[config.mk]
export PLATFORM = sky130hd
export DESIGN_NAME = dual_watchdog
export DESIGN_NICKNAME = d
export VERILOG_FILES = /design/src/hdl/dual_watchdog.v
export VERILOG_INCLUDE_DIRS = /design/src /design/src/shared
export SDC_FILE = /design/constraint.sdc
export NUM_CORES = 1
export LEC_CHECK = 0
export BUFFER_PORTS_ARGS = -buffer_cell sky130_fd_sc_hd__clkbuf_2
export CORE_MARGIN = 2
export CORE_UTILIZATION = 35
export DETAILED_ROUTE_END_ITERATION = 8
export HOLD_SLACK_MARGIN = 0.06
export MAX_ROUTING_LAYER = met4
export SYNTH_ARGS = -nofsm -noshare
export SYNTH_HDL_FRONTEND = slang
export SYNTH_SLANG_ARGS = --single-unit
[constraint.sdc]
create_clock -name mclk_i -period 4.2 [get_ports mclk_i]
set_input_delay 0.84 -clock mclk_i [delete_from_list [all_inputs] [get_ports mclk_i]]
set_output_delay 0.84 -clock mclk_i [all_outputs]
set_load 0.02 [all_outputs]
[src/shared/watchdog_consts.vh]
// Register offsets, field positions, reset values and timing counts of the watchdog block.
`ifndef WATCHDOG_CONSTS_VH
`define WATCHDOG_CONSTS_VH
// Register numbers are word indices; the bus byte address is four times the index.
`define IDX_TIMER_PRESCALE  16'h008E
`define IDX_SECOND_WATCHDOG_CONFIG     16'hA0D8
`define IDX_SECOND_WATCHDOG_TIMEOUT    16'hA0D9
`define OFS_TIMER_PRESCALE  18'h0_0238
`define OFS_SECOND_WATCHDOG_CONFIG     18'h2_8360
`define OFS_SECOND_WATCHDOG_TIMEOUT    18'h2_8364
`define OFS_SECOND_WATCHDOG_COUNT      18'h2_83C0
`define OFS_ACCESS_UNLOCK   18'h2_83C4
`define OFS_IRQ_STATUS      18'h2_83C8
`define OFS_IRQ_MASK        18'h2_83CC
`define OFS_FIRST_WATCHDOG_CONTROL    18'h2_83D0
`define CK_WD1_BIT          7
`define CK_WD0_BIT          6
`define CK_T2_BIT           5
`define CK_T1_BIT           4
`define CK_T0_BIT           3
`define CK_WD2_BIT          2
`define CK_RESET            8'hC4
`define CF_CLEAR_BIT        7
`define CF_RST_EN_BIT       6
`define CF_RST_FLAG_BIT     5
`define CF_IRQ_EN_BIT       4
`define CF_SCALE_LSB        1
`define CF_IRQ_FLAG_BIT     0
`define CF_RESET            8'h00
`define SECOND_WATCHDOG_TIMEOUT_RESET  16'h0FFF
`define UNLOCK_KEY          32'h0000_00AA
`define PRESCALE_FAST       4
`define PRESCALE_SLOW       12
`define SLOW_SCALE_MIN_LOG2 8
`define ST_FIRST_WATCHDOG             0
`define ST_SECOND_WATCHDOG             1
`endif

[src/hdl/dual_watchdog.v]
// Dual watchdog with timer prescale flags, reached over AXI4-Lite.
`timescale 1ns/100ps
`default_nettype none
`include "watchdog_consts.vh"
module dual_watchdog #(
  parameter FIRST_WATCHDOG_SHIFT_MIN = 17
) (
  input  wire        mclk_i,
  input  wire        reset_n_i,
  input  wire        slow_oscillator_clock_i,
  input  wire [17:0] s_axi_awaddr_i,
  input  wire        s_axi_awvalid_i,
  output reg         s_axi_awready_o,
  input  wire [31:0] s_axi_wdata_i,
  input  wire [3:0]  s_axi_wstrb_i,
  input  wire        s_axi_wvalid_i,
  output reg         s_axi_wready_o,
  output reg  [1:0]  s_axi_bresp_o,
  output reg         s_axi_bvalid_o,
  input  wire        s_axi_bready_i,
  input  wire [17:0] s_axi_araddr_i,
  input  wire        s_axi_arvalid_i,
  output reg         s_axi_arready_o,
  output reg  [31:0] s_axi_rdata_o,
  output reg  [1:0]  s_axi_rresp_o,
  output reg         s_axi_rvalid_o,
  input  wire        s_axi_rready_i,
  output reg         timer0_tick_o,
  output reg         timer1_tick_o,
  output reg         timer2_tick_o,
  output reg         first_watchdog_timeout_o,
  output reg         system_reset_req_o,
  output reg         wakeup_o,
  output reg         irq_o
);

  // Register state.
  reg  [7:0]  timer_prescale_and_first_watchdog_timeout_r;
  reg         cf_rst_en_r;
  reg         cf_rst_flag_r;
  reg         cf_irq_en_r;
  reg  [2:0]  cf_scale_r;
  reg         cf_irq_flag_r;
  reg  [15:0] second_watchdog_timeout_r;
  reg  [15:0] second_watchdog_count_r;
  reg         unlocked_r;
  reg         first_watchdog_enable_r;
  reg  [1:0]  status_r;
  reg  [1:0]  mask_r;
  reg  [30:0] first_watchdog_count_r;
  reg  [14:0] slow_div_r;
  reg  [3:0]  pre4_r;
  reg  [3:0]  pre12_r;
  reg         slow_s1_r;
  reg         slow_s2_r;
  reg         slow_s3_r;
  reg  [17:0] aw_addr_r;
  reg         aw_have_r;
  reg  [31:0] w_data_r;
  reg  [3:0]  w_strb_r;
  reg         w_have_r;
  reg         second_watchdog_reset_pending_r;

  function [30:0] first_watchdog_limit;
    input [2:0] code;
    begin
      case (code)
        3'd0:    first_watchdog_limit = 31'd1 << FIRST_WATCHDOG_SHIFT_MIN;
        3'd1:    first_watchdog_limit = 31'd1 << (FIRST_WATCHDOG_SHIFT_MIN + 3);
        3'd2:    first_watchdog_limit = 31'd1 << (FIRST_WATCHDOG_SHIFT_MIN + 6);
        3'd3:    first_watchdog_limit = 31'd1 << (FIRST_WATCHDOG_SHIFT_MIN + 9);
        default: first_watchdog_limit = 31'd1 << (FIRST_WATCHDOG_SHIFT_MIN + 10 + {28'd0, code} - 4);
      endcase
    end
  endfunction

  // Only the listed word addresses answer; anything else gets a slave error.
  function addr_mapped;
    input [17:0] addr;
    begin
      case (addr)
        `OFS_TIMER_PRESCALE,
        `OFS_SECOND_WATCHDOG_CONFIG,
        `OFS_SECOND_WATCHDOG_TIMEOUT,
        `OFS_SECOND_WATCHDOG_COUNT,
        `OFS_ACCESS_UNLOCK,
        `OFS_IRQ_STATUS,
        `OFS_IRQ_MASK,
        `OFS_FIRST_WATCHDOG_CONTROL: addr_mapped = 1'b1;
        default:           addr_mapped = 1'b0;
      endcase
    end
  endfunction

  wire [2:0]  wd_code   = {timer_prescale_and_first_watchdog_timeout_r[`CK_WD2_BIT], timer_prescale_and_first_watchdog_timeout_r[`CK_WD1_BIT], timer_prescale_and_first_watchdog_timeout_r[`CK_WD0_BIT]};
  wire [30:0] first_watchdog_lim  = first_watchdog_limit(wd_code);
  wire [7:0]  cf_read   = {1'b0, cf_rst_en_r, cf_rst_flag_r, cf_irq_en_r, cf_scale_r,
                           cf_irq_flag_r};
  wire        slow_rise = slow_s2_r & ~slow_s3_r;
  wire [3:0]  scale_sh  = {1'b0, cf_scale_r} + 4'd`SLOW_SCALE_MIN_LOG2;
  wire [14:0] div_mask  = 15'h7FFF >> (4'd15 - scale_sh);
  // Tick when the low scale bits of the divider all read one before the increment.
  wire        second_watchdog_tick = slow_rise & ((slow_div_r & div_mask) == div_mask);
  wire        second_watchdog_hit  = second_watchdog_tick & (second_watchdog_count_r == second_watchdog_timeout_r);
  // A shorter timeout chosen while the count is already past it expires at once, not after a wrap.
  wire        first_watchdog_hit  = first_watchdog_enable_r & (first_watchdog_count_r >= first_watchdog_lim - 31'd1);

  wire do_write = aw_have_r & w_have_r & ~s_axi_bvalid_o;
  wire wr_cf    = do_write & (aw_addr_r == `OFS_SECOND_WATCHDOG_CONFIG) & w_strb_r[0];
  wire cf_open  = wr_cf & unlocked_r;
  wire clr_cnt  = cf_open & w_data_r[`CF_CLEAR_BIT];
  wire rd_stat  = s_axi_arvalid_i & s_axi_arready_o & (s_axi_araddr_i == `OFS_IRQ_STATUS);

  // The slow oscillator is asynchronous; only its synchronised copy is edge-detected.
  always @(posedge mclk_i) begin
    slow_s1_r <= slow_oscillator_clock_i;
    slow_s2_r <= slow_s1_r;
    slow_s3_r <= slow_s2_r;
  end

  // Timer prescalers: one-cycle enable pulses, no derived clocks.
  always @(posedge mclk_i) begin
    if (!reset_n_i) begin
      pre4_r        <= 4'h0;
      pre12_r       <= 4'h0;
      timer0_tick_o <= 1'b0;
      timer1_tick_o <= 1'b0;
      timer2_tick_o <= 1'b0;
    end else begin
      pre4_r  <= (pre4_r == 4'd`PRESCALE_FAST - 4'd1) ? 4'h0 : pre4_r + 4'd1;
      pre12_r <= (pre12_r == 4'd`PRESCALE_SLOW - 4'd1) ? 4'h0 : pre12_r + 4'd1;
      timer2_tick_o <= timer_prescale_and_first_watchdog_timeout_r[`CK_T2_BIT] ? (pre4_r == 4'h0) : (pre12_r == 4'h0);
      timer1_tick_o <= timer_prescale_and_first_watchdog_timeout_r[`CK_T1_BIT] ? (pre4_r == 4'h0) : (pre12_r == 4'h0);
      timer0_tick_o <= timer_prescale_and_first_watchdog_timeout_r[`CK_T0_BIT] ? (pre4_r == 4'h0) : (pre12_r == 4'h0);
    end
  end

  // Watchdogs. The reset flag survives the block reset so software can see the cause.
  always @(posedge mclk_i) begin
    if (!reset_n_i) begin
      first_watchdog_count_r   <= 31'd0;
      first_watchdog_timeout_o <= 1'b0;
      slow_div_r     <= 15'd0;
      second_watchdog_count_r   <= 16'd0;
      cf_irq_flag_r  <= 1'b0;
      wakeup_o       <= 1'b0;
      system_reset_req_o <= 1'b0;
      cf_rst_flag_r  <= second_watchdog_reset_pending_r;
      status_r       <= 2'b00;
    end else begin
      first_watchdog_timeout_o <= first_watchdog_hit;
      if (!first_watchdog_enable_r || first_watchdog_hit)
        first_watchdog_count_r <= 31'd0;
      else
        first_watchdog_count_r <= first_watchdog_count_r + 31'd1;
      if (slow_rise)
        slow_div_r <= slow_div_r + 15'd1;
      if (clr_cnt || second_watchdog_hit)
        second_watchdog_count_r <= 16'd0;
      else if (second_watchdog_tick)
        second_watchdog_count_r <= second_watchdog_count_r + 16'd1;
      // Hardware set wins over a software clear in the same cycle.
      if (second_watchdog_hit)
        cf_irq_flag_r <= 1'b1;
      else if (cf_open && !w_data_r[`CF_IRQ_FLAG_BIT])
        cf_irq_flag_r <= 1'b0;
      if (cf_open && !w_data_r[`CF_RST_FLAG_BIT])
        cf_rst_flag_r <= 1'b0;
      wakeup_o <= second_watchdog_hit & cf_irq_en_r;
      system_reset_req_o <= second_watchdog_hit & cf_rst_en_r;
      status_r[`ST_FIRST_WATCHDOG] <= first_watchdog_hit | (status_r[`ST_FIRST_WATCHDOG] & ~rd_stat);
      status_r[`ST_SECOND_WATCHDOG] <= (second_watchdog_hit & cf_irq_en_r) | (status_r[`ST_SECOND_WATCHDOG] & ~rd_stat);
    end
  end

  // A reset-cause latch that the block reset does not clear.
  always @(posedge mclk_i) begin
    if (second_watchdog_hit && cf_rst_en_r)
      second_watchdog_reset_pending_r <= 1'b1;
    else if (reset_n_i && cf_open && !w_data_r[`CF_RST_FLAG_BIT])
      second_watchdog_reset_pending_r <= 1'b0;
    else if (second_watchdog_reset_pending_r !== 1'b1)
      second_watchdog_reset_pending_r <= 1'b0;
  end

  always @(posedge mclk_i) begin
    if (!reset_n_i)
      irq_o <= 1'b0;
    else
      irq_o <= |(status_r & mask_r) | (cf_irq_flag_r & cf_irq_en_r);
  end

  // AXI4-Lite write path: address and data are taken in either order.
  always @(posedge mclk_i) begin
    if (!reset_n_i) begin
      aw_have_r <= 1'b0;
      w_have_r <= 1'b0;
      aw_addr_r <= 18'h0_0000;
      w_data_r <= 32'h0000_0000;
      w_strb_r <= 4'h0;
      s_axi_awready_o <= 1'b0;
      s_axi_wready_o <= 1'b0;
      s_axi_bvalid_o <= 1'b0;
      s_axi_bresp_o <= 2'b00;
      timer_prescale_and_first_watchdog_timeout_r <= `CK_RESET;
      cf_rst_en_r <= 1'b0;
      cf_irq_en_r <= 1'b0;
      cf_scale_r <= 3'b000;
      second_watchdog_timeout_r <= `SECOND_WATCHDOG_TIMEOUT_RESET;
      unlocked_r <= 1'b0;
      first_watchdog_enable_r <= 1'b1;
      mask_r <= 2'b00;
    end else begin
      s_axi_awready_o <= ~aw_have_r & ~s_axi_awready_o & s_axi_awvalid_i;
      s_axi_wready_o <= ~w_have_r & ~s_axi_wready_o & s_axi_wvalid_i;
      if (s_axi_awvalid_i && s_axi_awready_o) begin
        aw_have_r <= 1'b1;
        aw_addr_r <= s_axi_awaddr_i;
      end
      if (s_axi_wvalid_i && s_axi_wready_o) begin
        w_have_r <= 1'b1;
        w_data_r <= s_axi_wdata_i;
        w_strb_r <= s_axi_wstrb_i;
      end
      if (s_axi_bvalid_o && s_axi_bready_i)
        s_axi_bvalid_o <= 1'b0;
      if (do_write) begin
        aw_have_r <= 1'b0;
        w_have_r <= 1'b0;
        s_axi_bvalid_o <= 1'b1;
        s_axi_bresp_o <= addr_mapped(aw_addr_r) ? 2'b00 : 2'b10;
        // Any write other than the unlock key relocks protected registers.
        unlocked_r <= (aw_addr_r == `OFS_ACCESS_UNLOCK) && (w_data_r == `UNLOCK_KEY);
        if (w_strb_r[0]) begin
          case (aw_addr_r)
            `OFS_TIMER_PRESCALE: timer_prescale_and_first_watchdog_timeout_r <= w_data_r[7:0];
            `OFS_SECOND_WATCHDOG_CONFIG: begin
              if (unlocked_r) begin
                cf_rst_en_r <= w_data_r[`CF_RST_EN_BIT];
                cf_irq_en_r <= w_data_r[`CF_IRQ_EN_BIT];
                cf_scale_r <= w_data_r[`CF_SCALE_LSB+2:`CF_SCALE_LSB];
              end
            end
            `OFS_SECOND_WATCHDOG_TIMEOUT: if (unlocked_r) second_watchdog_timeout_r[7:0] <= w_data_r[7:0];
            `OFS_IRQ_MASK: mask_r <= w_data_r[1:0];
            `OFS_FIRST_WATCHDOG_CONTROL: first_watchdog_enable_r <= w_data_r[0];
            default: mask_r <= mask_r;
          endcase
        end
        if (w_strb_r[1] && aw_addr_r == `OFS_SECOND_WATCHDOG_TIMEOUT && unlocked_r)
          second_watchdog_timeout_r[15:8] <= w_data_r[15:8];
      end
    end
  end

  // AXI4-Lite read path: one cycle to accept, data on the next.
  always @(posedge mclk_i) begin
    if (!reset_n_i) begin
      s_axi_arready_o <= 1'b0;
      s_axi_rvalid_o <= 1'b0;
      s_axi_rdata_o <= 32'h0000_0000;
      s_axi_rresp_o <= 2'b00;
    end else begin
      s_axi_arready_o <= ~s_axi_rvalid_o & ~s_axi_arready_o & s_axi_arvalid_i;
      if (s_axi_rvalid_o && s_axi_rready_i)
        s_axi_rvalid_o <= 1'b0;
      if (s_axi_arvalid_i && s_axi_arready_o) begin
        s_axi_rvalid_o <= 1'b1;
        s_axi_rresp_o <= addr_mapped(s_axi_araddr_i) ? 2'b00 : 2'b10;
        case (s_axi_araddr_i)
          `OFS_TIMER_PRESCALE: s_axi_rdata_o <= {24'h00_0000, timer_prescale_and_first_watchdog_timeout_r[7:2], 2'b00};
          `OFS_SECOND_WATCHDOG_CONFIG:    s_axi_rdata_o <= {24'h00_0000, cf_read};
          `OFS_SECOND_WATCHDOG_TIMEOUT:   s_axi_rdata_o <= {16'h0000, second_watchdog_timeout_r};
          `OFS_SECOND_WATCHDOG_COUNT:     s_axi_rdata_o <= {16'h0000, second_watchdog_count_r};
          `OFS_ACCESS_UNLOCK:  s_axi_rdata_o <= {31'd0, unlocked_r};
          `OFS_IRQ_STATUS:     s_axi_rdata_o <= {30'd0, status_r};
          `OFS_IRQ_MASK:       s_axi_rdata_o <= {30'd0, mask_r};
          `OFS_FIRST_WATCHDOG_CONTROL:   s_axi_rdata_o <= {31'd0, first_watchdog_enable_r};
          default: begin
            s_axi_rdata_o <= 32'h0000_0000;
          end
        endcase
      end
    end
  end

endmodule
`default_nettype wire

### Word level (Yosys, flattened, before mapping)

Cells that the tools add are included.

| word-level totals | value |
|---|---|
| bits of input ports | 80 |
| word-level logic and storage cells | 180 |
| output and inout bits | 48 |
| flip-flop bits (word level) | 213 |

| operators by class | value |
|---|---|
| shifts and indexed selects | 2 |
| reductions and logical operators | 39 |
| add/subtract/negate cells | 10 |
| bitwise logic cells | 38 |
| order comparisons | 1 |
| equal/unequal tests | 26 |
| mux-type cells | 23 |

Operator list:

| kind | number |
|---|---|
| $eq 18x18->1 const B | 14 |
| $pmux 16 s8 | 1 |
| $pmux 31 s4 | 1 |
| $eq 18x10->1 const B | 2 |
| $eq 32x8->1 const B | 1 |
| $shl 1x32->31 const A | 1 |
| $add 31x1->31 const B | 1 |
| $ge 31x31->1 | 1 |
| $sub 31x1->31 const B | 1 |
| $and 1x1->1 | 23 |
| $mux 1 | 19 |
| $add 16x1->16 const B | 1 |
| $eq 16x16->1 | 1 |
| $reduce_or 8->1 | 2 |
| $add 15x1->15 const B | 1 |
| $and 15x15->15 | 1 |
| $eq 15x15->1 | 1 |
| $shr 15x4->15 const A | 1 |
| $logic_and 1x1->1 | 13 |
| $reduce_or 2->1 | 6 |
| $not 1->1 | 10 |
| $reduce_and 3->1 | 3 |
| $add 4x1->4 const B | 2 |
| $logic_not 4->1 | 2 |
| 19 further kinds | 30 |

### Longest topological paths before layout

Gate-level depths: netlist of run 1.

| depth | value |
|---|---|
| depth after elaboration | 9 |
| gate-level depth with buffers | 17 |

### Worst setup path after synthesis of run 1

No wires, ideal clock.

| timing path | value |
|---|---|
| kind | reg-to-reg |
| start | register timer_prescale_and_first_watchdog_timeout_r[7] |
| end | register first_watchdog_count_r[12] |
| cell stages (with the launch flop) | 18 |
| setup time | 65 ps |
| path slack | 1070 ps |
| required time | 4135 ps |
| clock period less this slack | 3130 ps |
| arrival | 3065 ps |
| path through | dfxtp_1 -> or3_1 -> ha_1 -> clkbuf_1 -> inv_1 -> and3_1 -> a21oi_1 -> nor2_1 -> a31oi_1 -> ha_1 -> a21o_1 -> a21o_1 -> a21oi_1 -> o21ai_0 -> or3_1 -> clkbuf_1 -> buf_1 -> nor2_1 |

| between the ends | value |
|---|---|
| word-level cells in the longest chain between the ends | 9 |
| elaborated cells between the ends (all ways) | 13 |

Ends and longest elaborated chain:

| element | RTL line | RTL |
|---|---|---|
| start: declaration | dual_watchdog.v:38 | `reg [7:0] timer_prescale_and_first_watchdog_timeout_r;` |
| start signal: assignment | dual_watchdog.v:205 | `` timer_prescale_and_first_watchdog_timeout_r <= `CK_RESET; `` |
| start signal: assignment | dual_watchdog.v:236 | `` `OFS_TIMER_PRESCALE: timer_prescale_and_first_watchdog_timeout_r <= w_data_r[7:0]; `` |
| $add 5x3->6 | dual_watchdog.v:72 | `default: first_watchdog_limit = 31'd1 << (FIRST_WATCHDOG_SHIFT_MIN + 10 + {28'd0, code} - 4);` |
| $sub 6x3->7 | dual_watchdog.v:72 |  |
| $shl 1x32->31 | dual_watchdog.v:72 |  |
| $pmux 31 s4 (*) | dual_watchdog.v:67 | `case (code)` |
| $sub 31x1->31 (*) | dual_watchdog.v:106 | `wire first_watchdog_hit = first_watchdog_enable_r & (first_watchdog_count_r >= first_watchdog_lim - 31'd1);` |
| $ge 31x31->1 (*) | dual_watchdog.v:106 |  |
| $and 1x1->1 (*) | dual_watchdog.v:106 |  |
| $logic_or 1x1->1 (*) | dual_watchdog.v:152 | `if (!first_watchdog_enable_r \|\| first_watchdog_hit)` |
| $reduce_or 2->1 (no line) (*) | -- |  |
| end signal: assignment | dual_watchdog.v:155 | `first_watchdog_count_r <= first_watchdog_count_r + 31'd1;` |
| end: declaration | dual_watchdog.v:50 | `reg [30:0] first_watchdog_count_r;` |

Every way passes the cells marked *; elsewhere a longest branch is shown, timed or not.
A chain may end at the register's enable or synchronous reset.

### Final worst setup path of run 1

| timing path | value |
|---|---|
| start | register timer_prescale_and_first_watchdog_timeout_r[7] |
| end | register first_watchdog_count_r[29] |

The elaborated chain is that of the path after synthesis.

==> results of run 1 <==
==> state kept, by name, indices dropped and copies added (netlist names), 4 cells and up <==
| register | cells |
|---|---|
| aw_addr_r | 18 |
| second_watchdog_timeout_r | 16 |
| s_axi_rdata_o | 16 |
| pre12_r | 4 |
| w_data_r | 32 |
| first_watchdog_count_r | 31 |
| second_watchdog_count_r | 16 |
| timer_prescale_and_first_watchdog_timeout_r | 6 |
| slow_div_r | 15 |
| pre4_r | 4 |
==> cell usage after synthesis, drive strengths merged (3+ instances only) <==
cell	count	area, µm²
nand3	34	170
xnor2	23	201
nand4	22	144
nor3	14	81.3
and3	16	100
inv	19	71.3
nor2b	8	50.1
mux2	3	33.8
and2	5	31.3
a21oi	92	460
ha	23	288
nand2b	6	37.5
o21a	4	30.0
nor2	101	395
and4	5	43.8
a222oi	8	80.1
mux2i	28	280
a21boi	6	45.0
dfxtp	192	3840
a21o	4	30.0
a22oi	10	75.1
nor4	16	145
buf	25	166
or4	6	56.3
clkbuf	37	139
nor4b	6	52.6
xor2	40	350
nand2	194	728
or3	18	119
o21ai	40	200
nand3b	4	30.0
==> stage by stage <==
step / power, mW / cells / hold slack (ns) / cell area, µm² / worst slack [ns]
after floorplan: 2.07 / 1059 / 0.310 / 8830 / 1.07
after global placement: 2.14 / 1437 / 0.316 / 9530 / 0.848
after detailed placement: 2.14 / 1437 / 0.314 / 9530 / 0.797
after CTS: 3.83 / 1469 / 0.331 / 10100 / 0.663
after global routing: 3.93 / 1469 / 0.359 / 10100 / 0.294
final: 3.79 / 1469 / 0.331 / 10100 / 0.586
==> power breakdown <==
part / total, mW / switching, mW / internal, mW
Clock: 1.70 / 0.787 / 0.909
Sequential: 1.89 / 0.0259 / 1.86
Combinational: 0.209 / 0.132 / 0.0771
Total: 3.79 / 0.945 / 2.85
==> cells by family (layout without fill, tap and decap cells) <==
group	after synthesis	after routing	share of synthesized area, %
buffers and inverters	81	167	4.30
adders and majority gates	23	23	3.28
xor gates and xnor gates	63	63	6.30
AOI/OAI and AO/OA	180	180	12.0
DFF	193	193	44.2
and+or+nand+nor	468	468	26.2
other	2	20	0.0857
muxes	31	31	3.58
==> area by class of cell <==
| class | instances | area (µm²) |
|---|---|---|
| inverters | 19 | 71.3 |
| clock inverters | 15 | 191 |
| flip-flops and latches | 193 | 3870 |
| fillers | 2474 | 14300 |
| repair buffers | 116 | 603 |
| clock buffers | 17 | 425 |
| well taps | 324 | 405 |
| multi-input cells | 785 | 4580 |
==> worst register-to-register path, delay by kind of cell, from the launching register on <==
kind / cells / cell delay, ns
simple gates: 5 / 1.00
compound gates: 6 / 0.98
flops: 1 / 0.61
buf+inv: 2 / 0.37
fa+ha+maj: 2 / 0.61
==> final timing paths <==
check | start | cells past startpoint | to
hold reg to reg | slow_s1_r | 0 | slow_s2_r
setup reg to reg | timer_prescale_and_first_watchdog_timeout_r[7] | 15 | first_watchdog_count_r[29]
setup / recovery | timer_prescale_and_first_watchdog_timeout_r[7] | 15 | first_watchdog_count_r[29]
hold / removal | slow_s1_r | 0 | slow_s2_r
==> metal layers <==
| metal | track usage, % | share of wire [%] | vias up |
|---|---|---|---|
| li1 | - | - | 3762 |
| met1 | 23.9 | 52 | 3401 |
| met2 | 23.8 | 42 | 191 |
| met3 | 3.24 | 5.5 | 17 |
| met4 | 4.22 | 1.0 | 0 |
| met5 | - | 0 | - |
==> placed cells by master (no fill, tap or decap), drive strengths merged, types with 3 or more instances in the layout <==
cell / count
nand2: 194
dfxtp: 192
clkbuf: 124
nor2: 101
a21oi: 92
o21ai: 40
xor2: 40
nand3: 34
mux2i: 28
inv: 26
xnor2: 23
ha: 23
nand4: 22
conb: 20
or3: 18
and3: 16
nor4: 16
nor3: 14
a22oi: 10
buf: 9
nor2b: 8
a222oi: 8
nand2b: 6
nor4b: 6
a21boi: 6
or4: 6
clkinv: 6
and2: 5
and4: 5
nand3b: 4
a21o: 4
o21a: 4
mux2: 3
==> metrics.md, run 1 <==
| Metric | Value |
|---|---|
| CTS tree | `built` |
| Clk_lat worst skew | `0.44 ns` |
| Delay of the slowest cell on the worst path | `0.61 ns` |
| Die height | `162 µm` |
| Worst IR drop on VDD | `0.000203 V` |
| Initial antenna violation count | `0` |
| Sequential share of the synthesized area | `44.2%` |
| Leak pwr | `3.94 nW` |
| YS warnings | `0` |
| Final Skew | `0.0120 ns` |
| Die Footprint | `0.0263 mm²` |
| Run status | `finished, final reports clean` |
| Clock sinks | `193` |
| Most used flip-flop cell after synthesis | `dfxtp_1` |
| Max-slew headroom at the worst pin | `26.3%` |
| # diodes | `0` |
| Delay-heaviest family, CP | `simple AND/OR/NAND/NOR gates` |
| Via/cell ratio | `5.02` |
| Slowest CP cell | `dfxtp_1` |
| Clock buffer depth | `2` |
| Remaining DRCs | `0` |
| IO Count | `128` |
| TritonRoute pass-1 iters | `6` |
| Pin slew with the least headroom to its limit | `1.11 ns` |
| Total GRT Usage | `16.6%` |
| Final HPWL DP | `15200 µm` |
| Yosys reg bits | `193` |
| Wire per inst | `14.3 µm` |
| Post-Syn Area | `0.00876 mm²` |
| Crit start category | `flop` |
| Critical path peak fanout | `16` |
| Initial core utilization | `35.8%` |
| Worst min-delay path class | `flop to flop` |
| Area growth syn-to-layout | `15.8%` |
| Critical-path cell list | `or3_1 > ha_1 > inv_1 > and3_1 > a21oi_1 > nor2_1 > a31oi_1 > ha_1 > a21o_1 > a21o_1 > a21oi_1 > o21ai_0 > or3_1 > buf_4 > nor2_1` |
| Flop2flop setup slack | `0.59 ns` |
| Rows | `57` |
| Mapped Cells | `1041` |
| CP Capture Type | `flop` |
| First-pass GRT wire length | `33900 µm` |
| Final min period | `3.61 ns` |
| Fin util | `41.5%` |
| CP bufs+invs | `2` |
| PortBufs | `107` |
| Pwr Density | `374 mW/mm²` |
| Via count | `7371` |
| Core box area | `0.0245 mm²` |
| Postcts setup bufs | `0` |
| CP Class | `flop to flop` |
| GRT overflow | `0` |
| Async S/R FF share, synth | `0%` |
| Die Wd | `162 µm` |
| Count of unique library cells instantiated by Yosys | `63` |
| Mean Syn Cell Area | `8.42 µm²` |
| Largest net degree at the start of global routing | `65` |
| Layout cells sized above 1 | `14.8%` |
| Number of synthesized flops with an enable pin | `1` |
| Vias in the first global route | `6623` |
| CTS root buffer | `clkbuf_16` |
| Final Setup Violations | `0` |
| WP data required | `4.58 ns` |
| Fmax | `277 MHz` |
| Placer Congestion | `0.807` |
| Setup TNS | `0 ns` |
| Maximum Capacitance Violations | `0` |
| Final ANT Viol Nets | `0` |
| Final Max Slew Viols | `0` |
| Clk slew on worst S/H paths | `0.08 ns` |
| CTS Buf Count | `17` |
| Iter 0 DRT Violations | `603` |
| Critical path arrival | `4.00 ns` |
| Final hold vios | `0` |
| DRT Wirelength | `21000 µm` |
| Htree depth | `4` |
| CTS Hold Buffers Added | `0` |
| Period utilisation layout | `86.1%` |
| RSZ-0062 raised after global routing | `no` |
| # resized after CTS | `0` |
| Final net count | `1235` |
Note: power is estimated with default switching activity, not from simulation.
==> run 2, diff against run 1 <==
--- a/config.mk
+++ b/config.mk
@@ -12,6 +12,7 @@
 export DETAILED_ROUTE_END_ITERATION = 8
 export HOLD_SLACK_MARGIN = 0.06
 export MAX_ROUTING_LAYER = met4
+export REMOVE_ABC_BUFFERS = 1
 export SYNTH_ARGS = -nofsm -noshare
 export SYNTH_HDL_FRONTEND = slang
 export SYNTH_SLANG_ARGS = --single-unit
==> metrics.md, run 2 (synthesis gave the netlist of run 1 again) <==
| Metric | Value |
|---|---|
| Run status | `finished, final reports clean` |
| Clock buffer depth | `2 (unchanged)` |
| Die Wd | `162 µm (unchanged)` |
| Remaining DRCs | `0 (unchanged)` |
| Initial core utilization | `35.8% (unchanged)` |
| Iter 0 DRT Violations | `466 (-23%)` |
| Fin util | `41.4% (-0.10 points)` |
| CP Class | `flop to flop` |
| Clock sinks | `193 (unchanged)` |
| Final hold vios | `0 (unchanged)` |
| Critical path arrival | `3.82 ns (-0.18 ns)` |
| Final WS setup | `0.757 ns (+0.172 ns)` |
| Commonest non-fill, non-tap cells in the layout | `194 x nand2_1, 192 x dfxtp_1, 107 x clkbuf_2, 100 x nor2_1, 92 x a21oi_1` |
| Clk slew on worst S/H paths | `0.08 ns (about the same)` |
| Worst IR drop on VDD | `0.000245 V (+21%)` |
| Wire per inst | `14.3 µm (+0.22%)` |
| Period utilisation layout | `82.0% (-4.1 points)` |
| Maximum Capacitance Violations | `0 (unchanged)` |
| WP data required | `4.57 ns (about the same)` |
| Total GRT Usage | `17.0% (+0.35 points)` |
| Regs by FF count | `w_data_r: 32 flops, first_watchdog_count_r: 31 flops, aw_addr_r: 18 flops` |
| Max-slew headroom at the worst pin | `22.9% (-3.3 points)` |
| CTS tree | `built` |
| Layout cells sized above 1 | `15.0% (+0.15 points)` |
| Post-route cell area | `0.0101 mm² (-0.25%)` |
| DRT Wirelength | `21100 µm (+0.35%)` |
| First-pass GRT wire length | `34800 µm (+2.6%)` |
| CP Capture Type | `flop` |
| Final Max Slew Viols | `0 (unchanged)` |
| Number of flip-flops under the largest register name | `32 (unchanged)` |
| Setup TNS | `0 ns (unchanged)` |
| Critical path peak fanout | `18 (+2)` |
| Placer Congestion | `0.839 (+4.0%)` |
| Leading cell type in the layout, fill and taps excluded | `nand2_1` |
| Hold WS | `0.343 ns (+0.0120 ns)` |
| CTS root buffer | `clkbuf_16` |
| Pre-CTS setup slack | `0.755 ns (-0.0423 ns)` |
| Final Skew | `0.0101 ns (-0.00191 ns)` |
| Pwr Density | `365 mW/mm² (-2.3%)` |
| Crit start category | `flop` |
| Largest net degree at the start of global routing | `52 (-20%)` |
| Post-DP Area | `0.00955 mm² (+0.16%)` |
| Via count | `7261 (-1.5%)` |
| Pin slew with the least headroom to its limit | `1.16 ns (+0.0502 ns)` |
| GRT overflow | `0 (unchanged)` |
| RSZ-0062 raised after global routing | `no` |
| Final net count | `1237 (+0.16%)` |
| Leak pwr | `3.92 nW (-0.31%)` |
| # diodes | `0 (unchanged)` |
| CP bufs+invs | `2 (unchanged)` |
| Postcts setup bufs | `0 (unchanged)` |
| Htree depth | `4 (unchanged)` |
| IO Count | `128 (unchanged)` |
| Filler cells | `2540 (+2.7%)` |
| # resized after CTS | `0 (unchanged)` |
| Final ANT Viol Nets | `0 (unchanged)` |
| Die Footprint | `0.0263 mm² (unchanged)` |
| TritonRoute pass-1 iters | `7 (+1)` |
| Initial antenna violation count | `0 (unchanged)` |
| Final Setup Violations | `0 (unchanged)` |
| Vias in the first global route | `6760 (+2.1%)` |
| Worst min-delay path class | `flop to flop` |
| Final HPWL DP | `15400 µm (+1.2%)` |
| Die height | `162 µm (unchanged)` |
| Critical-path cell list | `or3_1 > ha_1 > inv_1 > and3_1 > a21oi_1 > nor2_1 > a31oi_1 > ha_1 > a21o_1 > a21o_1 > a21oi_1 > o21ai_0 > or3_1 > buf_4 > nor2_1` |
| Delay-heaviest family, CP | `simple AND/OR/NAND/NOR gates` |
| Clk_lat worst skew | `0.44 ns (about the same)` |
| Reg with most FFs | `w_data_r` |
| CTS Hold Buffers Added | `0 (unchanged)` |
| PortBufs | `107 (unchanged)` |
| Final min period | `3.44 ns (-0.172 ns)` |
| CTS Buf Count | `17 (unchanged)` |
| Core box area | `0.0245 mm² (unchanged)` |
| Area growth syn-to-layout | `15.6%` |
| Fmax | `290 MHz (+5.0%)` |
| Via/cell ratio | `4.94 (-1.6%)` |
| Rows | `57 (unchanged)` |
| Slowest CP cell | `dfxtp_1` |
| Delay of the slowest cell on the worst path | `0.57 ns (-0.04 ns)` |
==> run 2: per-layer routing <==
metal	part of all wire [%]	wire length (µm)	track usage (%)	vias to the layer above
met5	0	0	-	-
met4	1.5	311	4.59	0
met3	3.0	643	2.71	21
met2	44	9320	25.6	135
met1	51	10800	23.6	3338
li1	-	-	-	3767
==> run 2: final cells by class <==
class,instances,area [µm²],share of cell area (%)
inverter,19,71.3,0.704
sequential,193,3870,38.3
clock inverter,14,138,1.36
tap,324,405,4.00
clock buffer,18,439,4.34
timing repair buffer,118,618,6.11
multi-input combinational,785,4580,45.2
==> run 2: where the power goes <==
part           switching, mW  total (mW)  internal (mW)
Combinational          0.132       0.208         0.0760
Sequential            0.0267        1.89           1.86
Clock                  0.793        1.60          0.808
Total                  0.952        3.70           2.75
==> run 2: worst reg2reg max path: stages, from the launching register on <==
cell and delay, ns:
dfxtp_1 0.57, or3_1 0.21, ha_1 0.32, inv_1 0.14
and3_1 0.20, a21oi_1 0.11, nor2_1 0.05, a31oi_1 0.14
ha_1 0.26, a21o_1 0.16, a21o_1 0.16, a21oi_1 0.14
o21ai_0 0.17, or3_1 0.41, buf_4 0.22, nor2_1 0.12
==> run 2: worst paths after layout <==
check	from	endpoint	slack, ns	cells after the start
worst max register to register	timer_prescale_and_first_watchdog_timeout_r[2]	first_watchdog_count_r[23]	0.76	15
worst max-delay path	timer_prescale_and_first_watchdog_timeout_r[2]	first_watchdog_count_r[23]	0.76	15
worst min-delay path	slow_s1_r	slow_s2_r	0.34	0
worst min register to register	slow_s1_r	slow_s2_r	0.34	0
==> run 2: metrics by stage <==
stage                     std cells  power [mW]
after floorplan                 997        2.05
after global placement         1439        2.14
after detailed placement       1439        2.14
after CTS                      1471        3.74
after global routing           1471        3.85
final                          1471        3.70
==> run 3, diff against run 2 <==
==> constraint.sdc (replaced) <==
create_clock -name mclk_i -period 3.41 [get_ports mclk_i]
set_input_delay 0.682 -clock mclk_i [delete_from_list [all_inputs] [get_ports mclk_i]]
set_output_delay 0.682 -clock mclk_i [all_outputs]
set_load 0.02 [all_outputs]
==> metrics.md, run 3 (synthesis gave the netlist of run 1 again) <==
| Metric | Value |
|---|---|
| Layout cells sized above 1 | `15.4% (+0.38 points)` |
| Via count | `7304 (+0.59%)` |
| Period utilisation layout | `92.2% (+10 points)` |
| Number of flip-flops under the largest register name | `32 (unchanged)` |
| Critical path peak fanout | `29 (+11)` |
| Final hold vios | `0 (unchanged)` |
| IO Count | `128 (unchanged)` |
| Postcts setup bufs | `0 (unchanged)` |
| Worst IR drop on VDD | `0.000374 V (+52%)` |
| Final HPWL DP | `15400 µm (+0.36%)` |
| Worst min-delay path class | `input port to flop` |
| Filler cells | `2491 (-1.9%)` |
| Fmax | `318 MHz (+9.5%)` |
| CTS Buf Count | `17 (unchanged)` |
| Critical path arrival | `3.52 ns (-0.30 ns)` |
| Vias in the first global route | `6761 (+0.015%)` |
| Die Footprint | `0.0263 mm² (unchanged)` |
| Core box area | `0.0245 mm² (unchanged)` |
| Critical-path cell list | `or3_1 > ha_1 > inv_1 > and3_1 > a21oi_1 > nor2_1 > a31oi_1 > ha_1 > a21o_1 > a21o_1 > a21oi_1 > o21ai_0 > or3_4 > buf_12 > nor2_1` |
| Die height | `162 µm (unchanged)` |
| Final net count | `1241 (+0.32%)` |
| Rows | `57 (unchanged)` |
| Iter 0 DRT Violations | `385 (-17%)` |
| Pin slew with the least headroom to its limit | `1.15 ns (-0.00721 ns)` |
| Final Setup Violations | `0 (unchanged)` |
| Wire per inst | `14.0 µm (-2.5%)` |
| CTS tree | `built` |
| Total GRT Usage | `16.5% (-0.51 points)` |
| Post-route cell area | `0.0102 mm² (+1.0%)` |
| Die Wd | `162 µm (unchanged)` |
| # diodes | `0 (unchanged)` |
| RSZ-0062 raised after global routing | `no` |
| Final min period | `3.14 ns (-0.298 ns)` |
| Clk_lat worst skew | `0.44 ns (about the same)` |
| Clk slew on worst S/H paths | `0.08 ns (about the same)` |
| WP data required | `3.78 ns (-0.79 ns)` |
| Max-slew headroom at the worst pin | `23.4% (+0.48 points)` |
| CP Class | `flop to flop` |
| Setup TNS | `0 ns (unchanged)` |
| Leak pwr | `3.97 nW (+1.3%)` |
| First-pass GRT wire length | `34000 µm (-2.3%)` |
| Regs by FF count | `w_data_r: 32 flops, first_watchdog_count_r: 31 flops, aw_addr_r: 18 flops` |
| Final Skew | `0.0114 ns (+0.00130 ns)` |
| # resized after CTS | `0 (unchanged)` |
| GRT overflow | `0 (unchanged)` |
| CTS Hold Buffers Added | `0 (unchanged)` |
| Area growth syn-to-layout | `16.7%` |
| Commonest non-fill, non-tap cells in the layout | `194 x nand2_1, 192 x dfxtp_1, 107 x clkbuf_2, 100 x nor2_1, 92 x a21oi_1` |
| Final WS setup | `0.265 ns (-0.492 ns)` |
| Via/cell ratio | `4.95 (+0.32%)` |
| Largest net degree at the start of global routing | `39 (-25%)` |
| Maximum Capacitance Violations | `0 (unchanged)` |
| Crit start category | `flop` |
| Pwr Density | `459 mW/mm² (+26%)` |
| Final Max Slew Viols | `0 (unchanged)` |
| Delay of the slowest cell on the worst path | `0.43 ns (-0.14 ns)` |
| Clock buffer depth | `2 (unchanged)` |
| CTS root buffer | `clkbuf_16` |
| Clock sinks | `193 (unchanged)` |
| Initial antenna violation count | `0 (unchanged)` |
| PortBufs | `107 (unchanged)` |
| CP Capture Type | `flop` |
| DRT Wirelength | `20600 µm (-2.3%)` |
| TritonRoute pass-1 iters | `5 (-2)` |
| Run status | `finished, final reports clean` |
| Remaining DRCs | `0 (unchanged)` |
| Htree depth | `4 (unchanged)` |
| Leading cell type in the layout, fill and taps excluded | `nand2_1` |
| Slowest CP cell | `or3_4` |
| Placer Congestion | `0.826 (-1.6%)` |
| Pre-CTS setup slack | `0.200 ns (-0.555 ns)` |
| Final ANT Viol Nets | `0 (unchanged)` |
| Post-DP Area | `0.00959 mm² (+0.45%)` |
| Reg with most FFs | `w_data_r` |
| Initial core utilization | `35.8% (unchanged)` |
==> run 3: cell count changes in the layout (fill, tap and decap cells not counted), moves of 2 or more <==
| cell | delta |
|---|---|
| bufinv_16 | +2 |
| buf_4 | +3 |
| clkinv_8 | +2 |
| inv_8 | -2 |
==> run 3: layout make-up <==
type | count | area (µm²) | share of cell area [%]
multi-input combinational | 785 | 4580 | 44.8
sequential | 193 | 3870 | 37.9
timing repair buffer | 122 | 661 | 6.46
clock buffer | 18 | 439 | 4.30
tap | 324 | 405 | 3.96
clock inverter | 14 | 191 | 1.87
inverter | 19 | 71.3 | 0.698
==> run 3: path summary, 6_finish.rpt <==
check                                                                     from  cells after the start  slack (ns)                        end
worst max-delay path            timer_prescale_and_first_watchdog_timeout_r[7]                     15        0.27  first_watchdog_count_r[9]
worst min register to register                                       slow_s1_r                      0        0.35                  slow_s2_r
worst min-delay path                                   slow_oscillator_clock_i                      1        0.34                  slow_s1_r
worst max register to register  timer_prescale_and_first_watchdog_timeout_r[7]                     15        0.27  first_watchdog_count_r[9]
==> run 3: metrics by stage <==
step | hold WS (ns) | total power, mW | utilization, % | std cells
finish | 0.339 | 4.69 | 41.8 | 1475
global route | 0.325 | 4.86 | 41.8 | 1475
global placement | 0.336 | 2.64 | 39.2 | 1443
detailed placement | 0.335 | 2.64 | 39.2 | 1443
floorplan | 0.310 | 2.52 | - | 997
CTS | 0.325 | 4.74 | 41.8 | 1475
==> run 3: routing by layer <==
metal	GRT usage [%]	vias up	share of wire (%)	wire length (µm)
met3	2.27	34	3.5	715
met4	5.67	0	2.0	411
met1	22.9	3351	51	10500
li1	-	3775	-	-
met2	24.5	144	43	8950
met5	-	-	0	0
==> run 3: report_power, final <==
part           total (mW)  internal, mW  switching (mW)
Combinational       0.256        0.0961           0.160
Clock                2.11          1.14           0.963
Sequential           2.33          2.29          0.0331
==> run 3: critical path: cells and delay by family, from the launching register on <==
family          cells  cell delay [ns]
fa+ha+maj           2             0.57
flops               1             0.31
simple gates        5             1.17
buf+inv             2             0.31
compound gates      6             0.72
